## config.mk

```make
export PLATFORM = sky130hd
export DESIGN_NAME = external_pin_interrupt_unit
export DESIGN_NICKNAME = d
export VERILOG_FILES = /design/src/ext_irq_pkg.sv /design/src/external_pin_interrupt_unit.sv
export SDC_FILE = /design/constraint.sdc
export NUM_CORES = 1
export LEC_CHECK = 0
export ABC_AREA = 1
export CAP_MARGIN = 20
export CORE_AREA = 2 2 139 141
export CTS_CLUSTER_DIAMETER = 40
export DETAILED_ROUTE_END_ITERATION = 8
export DIE_AREA = 0 0 141 143
export DONT_BUFFER_PORTS = 1
export REMOVE_ABC_BUFFERS = 1
export SYNTH_ARGS = -nofsm -noshare
export SYNTH_HDL_FRONTEND = slang
export SYNTH_SLANG_ARGS = --single-unit
```

## constraint.sdc

```tcl
create_clock -name clk_sys -period 1.7 [get_ports clk_sys]
set_input_delay 0.255 -clock clk_sys [delete_from_list [all_inputs] [get_ports clk_sys]]
set_output_delay 0.255 -clock clk_sys [all_outputs]
set_load 0.005 [all_outputs]
```

## src/ext_irq_pkg.sv

```systemverilog
package ext_irq_pkg;

    // register byte addresses on the apb port
    localparam logic [7:0] ADDR_SENSE    = 8'h00;
    localparam logic [7:0] ADDR_ENABLE   = 8'h04;
    localparam logic [7:0] ADDR_FLAGS    = 8'h08;
    localparam logic [7:0] ADDR_PC_CTRL  = 8'h0C;
    localparam logic [7:0] ADDR_PC_FLAGS = 8'h10;
    localparam logic [7:0] ADDR_PC_MASK0 = 8'h14;
    localparam logic [7:0] ADDR_PC_MASK1 = 8'h18;
    localparam logic [7:0] ADDR_PC_MASK2 = 8'h1C;

    // writable bits of each register, all others read zero
    localparam logic [7:0] WMASK_SENSE = 8'h0F;
    localparam logic [7:0] WMASK_EXT   = 8'h03;
    localparam logic [7:0] WMASK_GROUP = 8'h07;
    localparam logic [7:0] WMASK_MASK1 = 8'h7F;
    localparam logic [7:0] WMASK_FULL  = 8'hFF;

    // reset values
    localparam logic [7:0] RESET_REG = 8'h00;

    // field positions in the sense register
    localparam int SENSE_A_LSB = 0;
    localparam int SENSE_B_LSB = 2;

    // positions of the external pins in the sampled vector
    localparam int POS_EXT_A = 0;
    localparam int POS_EXT_B = 1;
    localparam int POS_PC    = 2;

    // fill cycles before the filtered levels are trusted
    localparam logic [1:0] PRIME_CYCLES = 2'h3;

    // sense modes
    localparam logic [1:0] SENSE_LOW  = 2'h0;
    localparam logic [1:0] SENSE_ANY  = 2'h1;
    localparam logic [1:0] SENSE_FALL = 2'h2;
    localparam logic [1:0] SENSE_RISE = 2'h3;

    // one bit per interrupt source, used for requests and acknowledges
    typedef struct packed {
        logic [2:0] pin_change;
        logic       ext_b;
        logic       ext_a;
    } irq_vec_type;

endpackage

```

## src/external_pin_interrupt_unit.sv

```systemverilog
`timescale 1ns/1ps
`default_nettype none

module external_pin_interrupt_unit #(
    parameter int PIN_CHANGE_WIDTH = 24
) (
    input  wire logic                      clk_sys,
    input  wire logic                      rst_n,
    input  wire logic                      clk_en,
    input  wire logic                      psel,
    input  wire logic                      penable,
    input  wire logic                      pwrite,
    input  wire logic [7:0]                paddr,
    input  wire logic [31:0]               pwdata,
    output logic      [31:0]               prdata,
    output logic                           pready,
    output logic                           pslverr,
    input  wire logic                      ext_irq_a,
    input  wire logic                      ext_irq_b,
    input  wire logic [PIN_CHANGE_WIDTH-1:0] pin_change_inputs,
    input  wire logic                      global_irq_enable,
    input  wire ext_irq_pkg::irq_vec_type  vector_ack,
    output ext_irq_pkg::irq_vec_type       irq_request,
    output logic                           wake_request
);

    localparam int VW = PIN_CHANGE_WIDTH + 2;

    // the group layout is fixed at three groups of eight
    if (PIN_CHANGE_WIDTH != 24) begin : g_width_check
        $error("PIN_CHANGE_WIDTH must be 24");
    end

    ////////////////////////////////////////////////////////////////////////////
    // sense decoding, shared by both external pins
    function automatic logic edge_trigger(input logic [1:0] mode, input logic chg, input logic lvl);
        logic hit;
        hit = 1'b0;
        unique case (mode)
            ext_irq_pkg::SENSE_LOW:  hit = 1'b0;
            ext_irq_pkg::SENSE_ANY:  hit = chg;
            ext_irq_pkg::SENSE_FALL: hit = chg & ~lvl;
            ext_irq_pkg::SENSE_RISE: hit = chg & lvl;
        endcase
        return hit;
    endfunction

    ////////////////////////////////////////////////////////////////////////////
    // registers
    logic [7:0] sense;
    logic [7:0] ext_enable;
    logic [1:0] ext_flag;
    logic [7:0] group_enable;
    logic [2:0] pc_flag;
    logic [7:0] pc_mask [3];

    ////////////////////////////////////////////////////////////////////////////
    // pin sampling: three stages, a pin-change level counts once stages two and three agree, external pins take stage three
    logic [VW-1:0] raw_pins;
    logic [VW-1:0] sync1;
    logic [VW-1:0] sync2;
    logic [VW-1:0] sync3;
    logic [VW-1:0] pin_level;
    logic [VW-1:0] prev_level;
    logic [VW-1:0] next_pin_level;
    logic [VW-1:0] pin_changed;
    logic [1:0]    prime_count;
    logic          primed;

    // sampled-vector bits that belong to the two external pins
    localparam logic [VW-1:0] EXT_PINS = (VW'(1) << ext_irq_pkg::POS_EXT_A) | (VW'(1) << ext_irq_pkg::POS_EXT_B);

    // the pins are read as inputs whatever their port direction
    assign raw_pins       = {pin_change_inputs, ext_irq_b, ext_irq_a};
    // the external pins take stage three alone, so a pulse caught at a single edge is not lost;
    // pin-change inputs keep the agreement filter against glitches
    assign next_pin_level = (EXT_PINS & sync3)
                          | (~EXT_PINS & (sync2 ~^ sync3) & sync3)
                          | (~EXT_PINS & (sync2 ^ sync3) & pin_level);
    assign primed         = (prime_count == ext_irq_pkg::PRIME_CYCLES);
    assign pin_changed    = primed ? (pin_level ^ prev_level) : '0;

    // synchroniser and filtered level
    always_ff @(posedge clk_sys or negedge rst_n) begin
        if (!rst_n) begin
            sync1      <= '0;
            sync2      <= '0;
            sync3      <= '0;
            pin_level  <= '0;
            prev_level <= '0;
        end else if (clk_en) begin
            sync1      <= raw_pins;
            sync2      <= sync1;
            sync3      <= sync2;
            pin_level  <= next_pin_level;
            prev_level <= pin_level;
        end
    end

    // no edges are reported until the pipeline holds real pin values
    always_ff @(posedge clk_sys or negedge rst_n) begin
        if (!rst_n) begin
            prime_count <= 2'h0;
        end else if (clk_en && !primed) begin
            prime_count <= prime_count + 2'h1;
        end
    end

    ////////////////////////////////////////////////////////////////////////////
    // external pin trigger decode
    logic [1:0] sense_a;
    logic [1:0] sense_b;
    logic [1:0] ext_level_mode;
    logic [1:0] ext_set;
    logic [1:0] ext_low;

    assign sense_a = sense[ext_irq_pkg::SENSE_A_LSB +: 2];
    assign sense_b = sense[ext_irq_pkg::SENSE_B_LSB +: 2];
    assign ext_level_mode = {sense_b == ext_irq_pkg::SENSE_LOW, sense_a == ext_irq_pkg::SENSE_LOW};
    // edges come from the clocked samples, so they need the clock running
    assign ext_set[0] = edge_trigger(sense_a, pin_changed[ext_irq_pkg::POS_EXT_A],
                                     pin_level[ext_irq_pkg::POS_EXT_A]);
    assign ext_set[1] = edge_trigger(sense_b, pin_changed[ext_irq_pkg::POS_EXT_B],
                                     pin_level[ext_irq_pkg::POS_EXT_B]);
    // live filtered level, so a level that vanishes before start-up asks nothing
    assign ext_low = ~pin_level[ext_irq_pkg::POS_EXT_B:ext_irq_pkg::POS_EXT_A]
                     & ext_level_mode;

    ////////////////////////////////////////////////////////////////////////////
    // pin change groups
    logic [2:0] pc_set;
    logic [2:0] pc_async;
    logic [2:0] pc_wake;

    for (genvar g = 0; g < 3; g++) begin : g_group
        logic [7:0] grp_chg;
        logic [7:0] grp_raw;
        assign grp_chg    = pin_changed[ext_irq_pkg::POS_PC + 8*g +: 8];
        // raw pin against last filtered value needs no clock edge to show a change
        assign grp_raw    = raw_pins[ext_irq_pkg::POS_PC + 8*g +: 8]
                            ^ pin_level[ext_irq_pkg::POS_PC + 8*g +: 8];
        assign pc_set[g]  = |(grp_chg & pc_mask[g]);
        assign pc_async[g] = |(grp_raw & pc_mask[g]);
        assign pc_wake[g] = pc_async[g] & group_enable[g];
    end

    // wake works while the clock is stopped
    assign wake_request = (|pc_wake)
        | (|(~raw_pins[ext_irq_pkg::POS_EXT_B:ext_irq_pkg::POS_EXT_A]
             & ext_level_mode & ext_enable[1:0]));

    ////////////////////////////////////////////////////////////////////////////
    // apb decode
    logic       setup_phase;
    logic       access_phase;
    logic       addr_hit;
    logic       reg_write;
    logic [7:0] wdata;
    logic [7:0] read_mux;

    assign setup_phase  = psel & ~penable;
    assign access_phase = psel & penable;
    assign wdata        = pwdata[7:0];
    assign addr_hit     = (paddr == ext_irq_pkg::ADDR_SENSE)   || (paddr == ext_irq_pkg::ADDR_ENABLE)
                       || (paddr == ext_irq_pkg::ADDR_FLAGS)   || (paddr == ext_irq_pkg::ADDR_PC_CTRL)
                       || (paddr == ext_irq_pkg::ADDR_PC_FLAGS) || (paddr == ext_irq_pkg::ADDR_PC_MASK0)
                       || (paddr == ext_irq_pkg::ADDR_PC_MASK1) || (paddr == ext_irq_pkg::ADDR_PC_MASK2);
    assign reg_write    = access_phase & pwrite & addr_hit & clk_en;
    // a frozen block holds the bus in its access phase
    assign pready       = clk_en;
    assign pslverr      = access_phase & ~addr_hit;

    // read selection, unused bits come back as zero
    assign read_mux =
        (paddr == ext_irq_pkg::ADDR_SENSE)    ? sense :
        (paddr == ext_irq_pkg::ADDR_ENABLE)   ? ext_enable :
        (paddr == ext_irq_pkg::ADDR_FLAGS)    ? {6'h00, ext_flag} :
        (paddr == ext_irq_pkg::ADDR_PC_CTRL)  ? group_enable :
        (paddr == ext_irq_pkg::ADDR_PC_FLAGS) ? {5'h00, pc_flag} :
        (paddr == ext_irq_pkg::ADDR_PC_MASK0) ? pc_mask[0] :
        (paddr == ext_irq_pkg::ADDR_PC_MASK1) ? pc_mask[1] :
        (paddr == ext_irq_pkg::ADDR_PC_MASK2) ? pc_mask[2] : 8'h00;

    // read data captured at the end of the setup cycle
    always_ff @(posedge clk_sys or negedge rst_n) begin
        if (!rst_n) begin
            prdata <= 32'h0000_0000;
        end else if (clk_en && setup_phase) begin
            prdata <= {24'h00_0000, read_mux};
        end
    end

    ////////////////////////////////////////////////////////////////////////////
    // control registers, writable bits only
    always_ff @(posedge clk_sys or negedge rst_n) begin
        if (!rst_n) begin
            sense        <= ext_irq_pkg::RESET_REG;
            ext_enable   <= ext_irq_pkg::RESET_REG;
            group_enable <= ext_irq_pkg::RESET_REG;
            pc_mask[0]   <= ext_irq_pkg::RESET_REG;
            pc_mask[1]   <= ext_irq_pkg::RESET_REG;
            pc_mask[2]   <= ext_irq_pkg::RESET_REG;
        end else if (reg_write) begin
            if (paddr == ext_irq_pkg::ADDR_SENSE)    sense        <= wdata & ext_irq_pkg::WMASK_SENSE;
            if (paddr == ext_irq_pkg::ADDR_ENABLE)   ext_enable   <= wdata & ext_irq_pkg::WMASK_EXT;
            if (paddr == ext_irq_pkg::ADDR_PC_CTRL)  group_enable <= wdata & ext_irq_pkg::WMASK_GROUP;
            if (paddr == ext_irq_pkg::ADDR_PC_MASK0) pc_mask[0]   <= wdata & ext_irq_pkg::WMASK_FULL;
            if (paddr == ext_irq_pkg::ADDR_PC_MASK1) pc_mask[1]   <= wdata & ext_irq_pkg::WMASK_MASK1;
            if (paddr == ext_irq_pkg::ADDR_PC_MASK2) pc_mask[2]   <= wdata & ext_irq_pkg::WMASK_FULL;
        end
    end

    ////////////////////////////////////////////////////////////////////////////
    // flags: a set in the clearing cycle wins
    logic [1:0] ext_clr;
    logic [2:0] pc_clr;
    logic [1:0] next_ext_flag;
    logic [2:0] next_pc_flag;

    assign ext_clr = {vector_ack.ext_b, vector_ack.ext_a}
                   | ({2{reg_write && paddr == ext_irq_pkg::ADDR_FLAGS}} & wdata[1:0]);
    assign pc_clr  = vector_ack.pin_change
                   | ({3{reg_write && paddr == ext_irq_pkg::ADDR_PC_FLAGS}} & wdata[2:0]);
    assign next_ext_flag = (ext_set | (ext_flag & ~ext_clr)) & ~ext_level_mode;
    assign next_pc_flag  = pc_set | (pc_flag & ~pc_clr);

    always_ff @(posedge clk_sys or negedge rst_n) begin
        if (!rst_n) begin
            ext_flag <= 2'h0;
            pc_flag  <= 3'h0;
        end else if (clk_en) begin
            ext_flag <= next_ext_flag;
            pc_flag  <= next_pc_flag;
        end
    end

    ////////////////////////////////////////////////////////////////////////////
    // requests toward the core, each on its own vector line
    assign irq_request.ext_a = (ext_flag[0] | ext_low[0]) & ext_enable[0] & global_irq_enable;
    assign irq_request.ext_b = (ext_flag[1] | ext_low[1]) & ext_enable[1] & global_irq_enable;
    assign irq_request.pin_change = pc_flag & group_enable[2:0] & {3{global_irq_enable}};
endmodule
`default_nettype wire

```

==> key figures <==
Run status
  • Status: finished with violations
  • Failing checks: hold timing, setup timing

Worst setup path
  • Arr. time, crit path: 1700 ps
  • Top fanout value on the critical path: 5
  • Worst Path Required: 1440 ps
  • Crit path launch type: flop
  • CP endpoint kind: primary output
  • Cell repeated most along the worst path: nand4_1
  • WS Path Type: flop to primary output
  • Reg2Reg Depth: 6
  • Reg2Reg Capture Point: ext_flag[1]
  • Crit-path cells: xnor2_1 -> o21ai_0 -> nor2_1 -> nand4_1 -> nand2_1 -> nand4_1
  • Crit path to: wake_request
  • Crit-path leading delay family: simple AND/OR/NAND/NOR gates
  • Crit Reg-Reg Startpoint: prime_count[0]
  • Crit-path slowest cell: dfrtp_1
  • CP bufs+invs: 0
  • Largest stage delay, worst path: between 400 and 500 ps
  • Crit path launch: pin_level[14]
  • Worst reg2reg setup slack: 50 ps
  • Critical Path Stages: 6

Pwr
  • Peak VDD IR: 0.000765 V
  • Leak Pwr: ~4.9 nW
  • P per Cell Area: 1020 nW/um^2
  • Overall Power: 10.0 mW

CTS
  • Hold buffer count at CTS: between 70 and 80
  • Root buf cell: clkbuf_16
  • # H-tree levels: 4
  • Clk_lat worst skew: 430 ps
  • CTS Buffer Depth: 2
  • Num CTS Buffers: 17
  • Reg clk slew, reported paths: 60 ps
  • CTS tree: done
  • Clock Sinks: 172

Logic synthesis
  • EDFF count, synth: 0
  • Post-Syn Area per Cell: 8.31 sq um
  • Cell count after synthesis: 1000
  • Seq cells post-synth: around 170
  • Commonest cells post-synth: 361 x nand2_1, 172 x dfrtp_1, 143 x o21ai_0
  • Post-synth ARST share: 100%
  • Post-synthesis sequential area ratio: 51.8%
  • Synth Flop Type: dfrtp_1
  • Largest cells by area after synthesis: dfrtp_1 52%, nand2_1 16%, o21ai_0 8.6%, inv_1 3.8%, ha_1 3.6%
  • Most frequent cell after synthesis: nand2_1
  • Mapped Area: 8310 sq um
  • Synth Warn #: 0
  • Largest area contributor in the netlist: dfrtp_1
  • Yosys cell types: 38
  • Post-synth top area share: 51.8%

Final layout
  • Fraction of layout instances using a drive strength above 1: 7.94%
  • Fill count: 1719
  • Final Util: 53.0%
  • Final nets: 1174
  • Area growth from synthesis to layout: 18.6%

Global route
  • Top Usage Layer GRT: met2
  • Grt ovf: 0
  • Met1 GRT Util: just under 30%
  • Tot GR Track Use: 21.3%
  • First-pass GRT wire length: between 30000 and 40000 um
  • Maximum number of pins on one net before global-route repair: approximately 170
  • Vias in the first global route: 6591
  • Initial antenna violation count: 1
  • Global-route met3 utilization: 4.59%
  • Grt met2 use: between 30% and 40%

STA
  • Setup Skew: 6.99 ps
  • WHS: -477 ps
  • Count of final hold-check violations: 173
  • RSZ-0062 raised after global routing: yes
  • Slew Limit Fails: 0
  • Peak Freq: 512 MHz
  • Final cycle utilization of the critical path: 115%
  • Final setup vio count: 1
  • Setup WS post-layout: -251 ps
  • Minimum clock period: 1950 ps

Floorplan
  • Die area: 20200 sq um
  • Cell Rows: 50
  • Die Width: 141 um
  • Core region area: 18600 sq um
  • Die H: 143 um
  • Initial core utilization: 44.7%
  • I/O pin count: 118

Route
  • Routed WL: approximately 20000 um
  • ANT nets after route: 0
  • Vias/cell: 5.00
  • Routed wire per std cell: 15.1 um
  • DR iter-0 viols: 461
  • # DRC: 0
  • DR vias: 6589
  • Drt first pass iters: 5

Placement
  • Hpwl dp: around 12000 um
  • Port bufs: 0
  • Placer Congestion: roughly 0.84

Job
  • Max Cap Viol: 0

Hold path
  • Hold crit path type: primary input to asynchronous set/reset pin
==> registers in the layout, summed over array words and instances (netlist names) <==
signal	count
ext_enable	2
ext_flag	2
group_enable	3
pc_flag	3
pc_mask	23
pin_level	25
prdata	8
prev_level	25
prime_count	2
sense	4
sync1	25
sync2	25
sync3	25
==> cell type report <==
class / count / area [sq um] / area share, %
multi-input combinational: 708 / 3460 / 35.1
antenna: 1 / 2.50 / 0.0254
inverter: 86 / 337 / 3.42
sequential: 172 / 4300 / 43.7
clock buffer: 21 / 480 / 4.88
tap: 234 / 293 / 2.97
timing repair buffer: 87 / 866 / 8.79
clock inverter: 9 / 111 / 1.13
==> report_power, final <==
part,switching (mW),total [mW],internal (mW)
sequential,0.342,4.89,4.55
combinational,0.626,1.19,0.567
clock,1.63,3.94,2.31
total,2.60,10.0,7.42
==> kinds of logic after synthesis <==
family	count (synthesis)	synth area share, %
buffers and inverters	143	8.03
other	1	0.0451
adders and majority gates	24	3.62
AOI/OAI and AO/OA	214	14.2
and+or+nand+nor	435	21.1
muxes	1	0.136
DFF	172	51.8
xor gates and xnor gates	10	1.05
==> layer usage <==
layer,share of wire [%],up-vias
met2,47,124
met3,4.3,17
li1,-,3309
met1,47,3139
met4,1.2,0
met5,0,-
==> what timing repair did <==
action,CTS,global route
hold endpoints to repair,283,172
endpoints found under the setup margin,2,3
buffers inserted,1,0
resized for setup,7,4
pin swaps,5,4
==> worst min-delay path by stage <==
stage                     startpoint       endpoint  slack [ps]  cells past startpoint
after floorplan                rst_n  ext_enable[0]         -40                      0
after global placement         rst_n      sync1[21]         -30                      0
after detailed placement       rst_n      sync1[21]         -40                      0
after CTS                      rst_n      sync1[18]        -490                      0
after global routing           rst_n      sync2[20]        -490                      0
final                          rst_n      sync2[20]        -480                      0
==> cells in the final DEF (no fill, tap or decap), drive strengths merged, types with 6 or more instances in the layout <==
master,n
nand4,9
conb,24
buf,15
clkinv,6
ha,24
nand2,366
nor3,9
a21oi,37
nor2,36
dlygate4sd3,72
xnor2,8
dfrtp,172
nand3,12
o21ai,157
clkbuf,21
inv,85
==> per-stage QoR <==
stage	setup WS, ps	instances	area (sq um)	setup TNS, ps
finish	-251	1318	9850	-251
global route	-361	1318	9850	-361
CTS	-317	1318	9840	-317
detailed placement	82.7	1213	8470	0
global placement	67.9	1213	8470	0
floorplan	-885	966	8060	-50300
(Power assumes the default switching activity.)
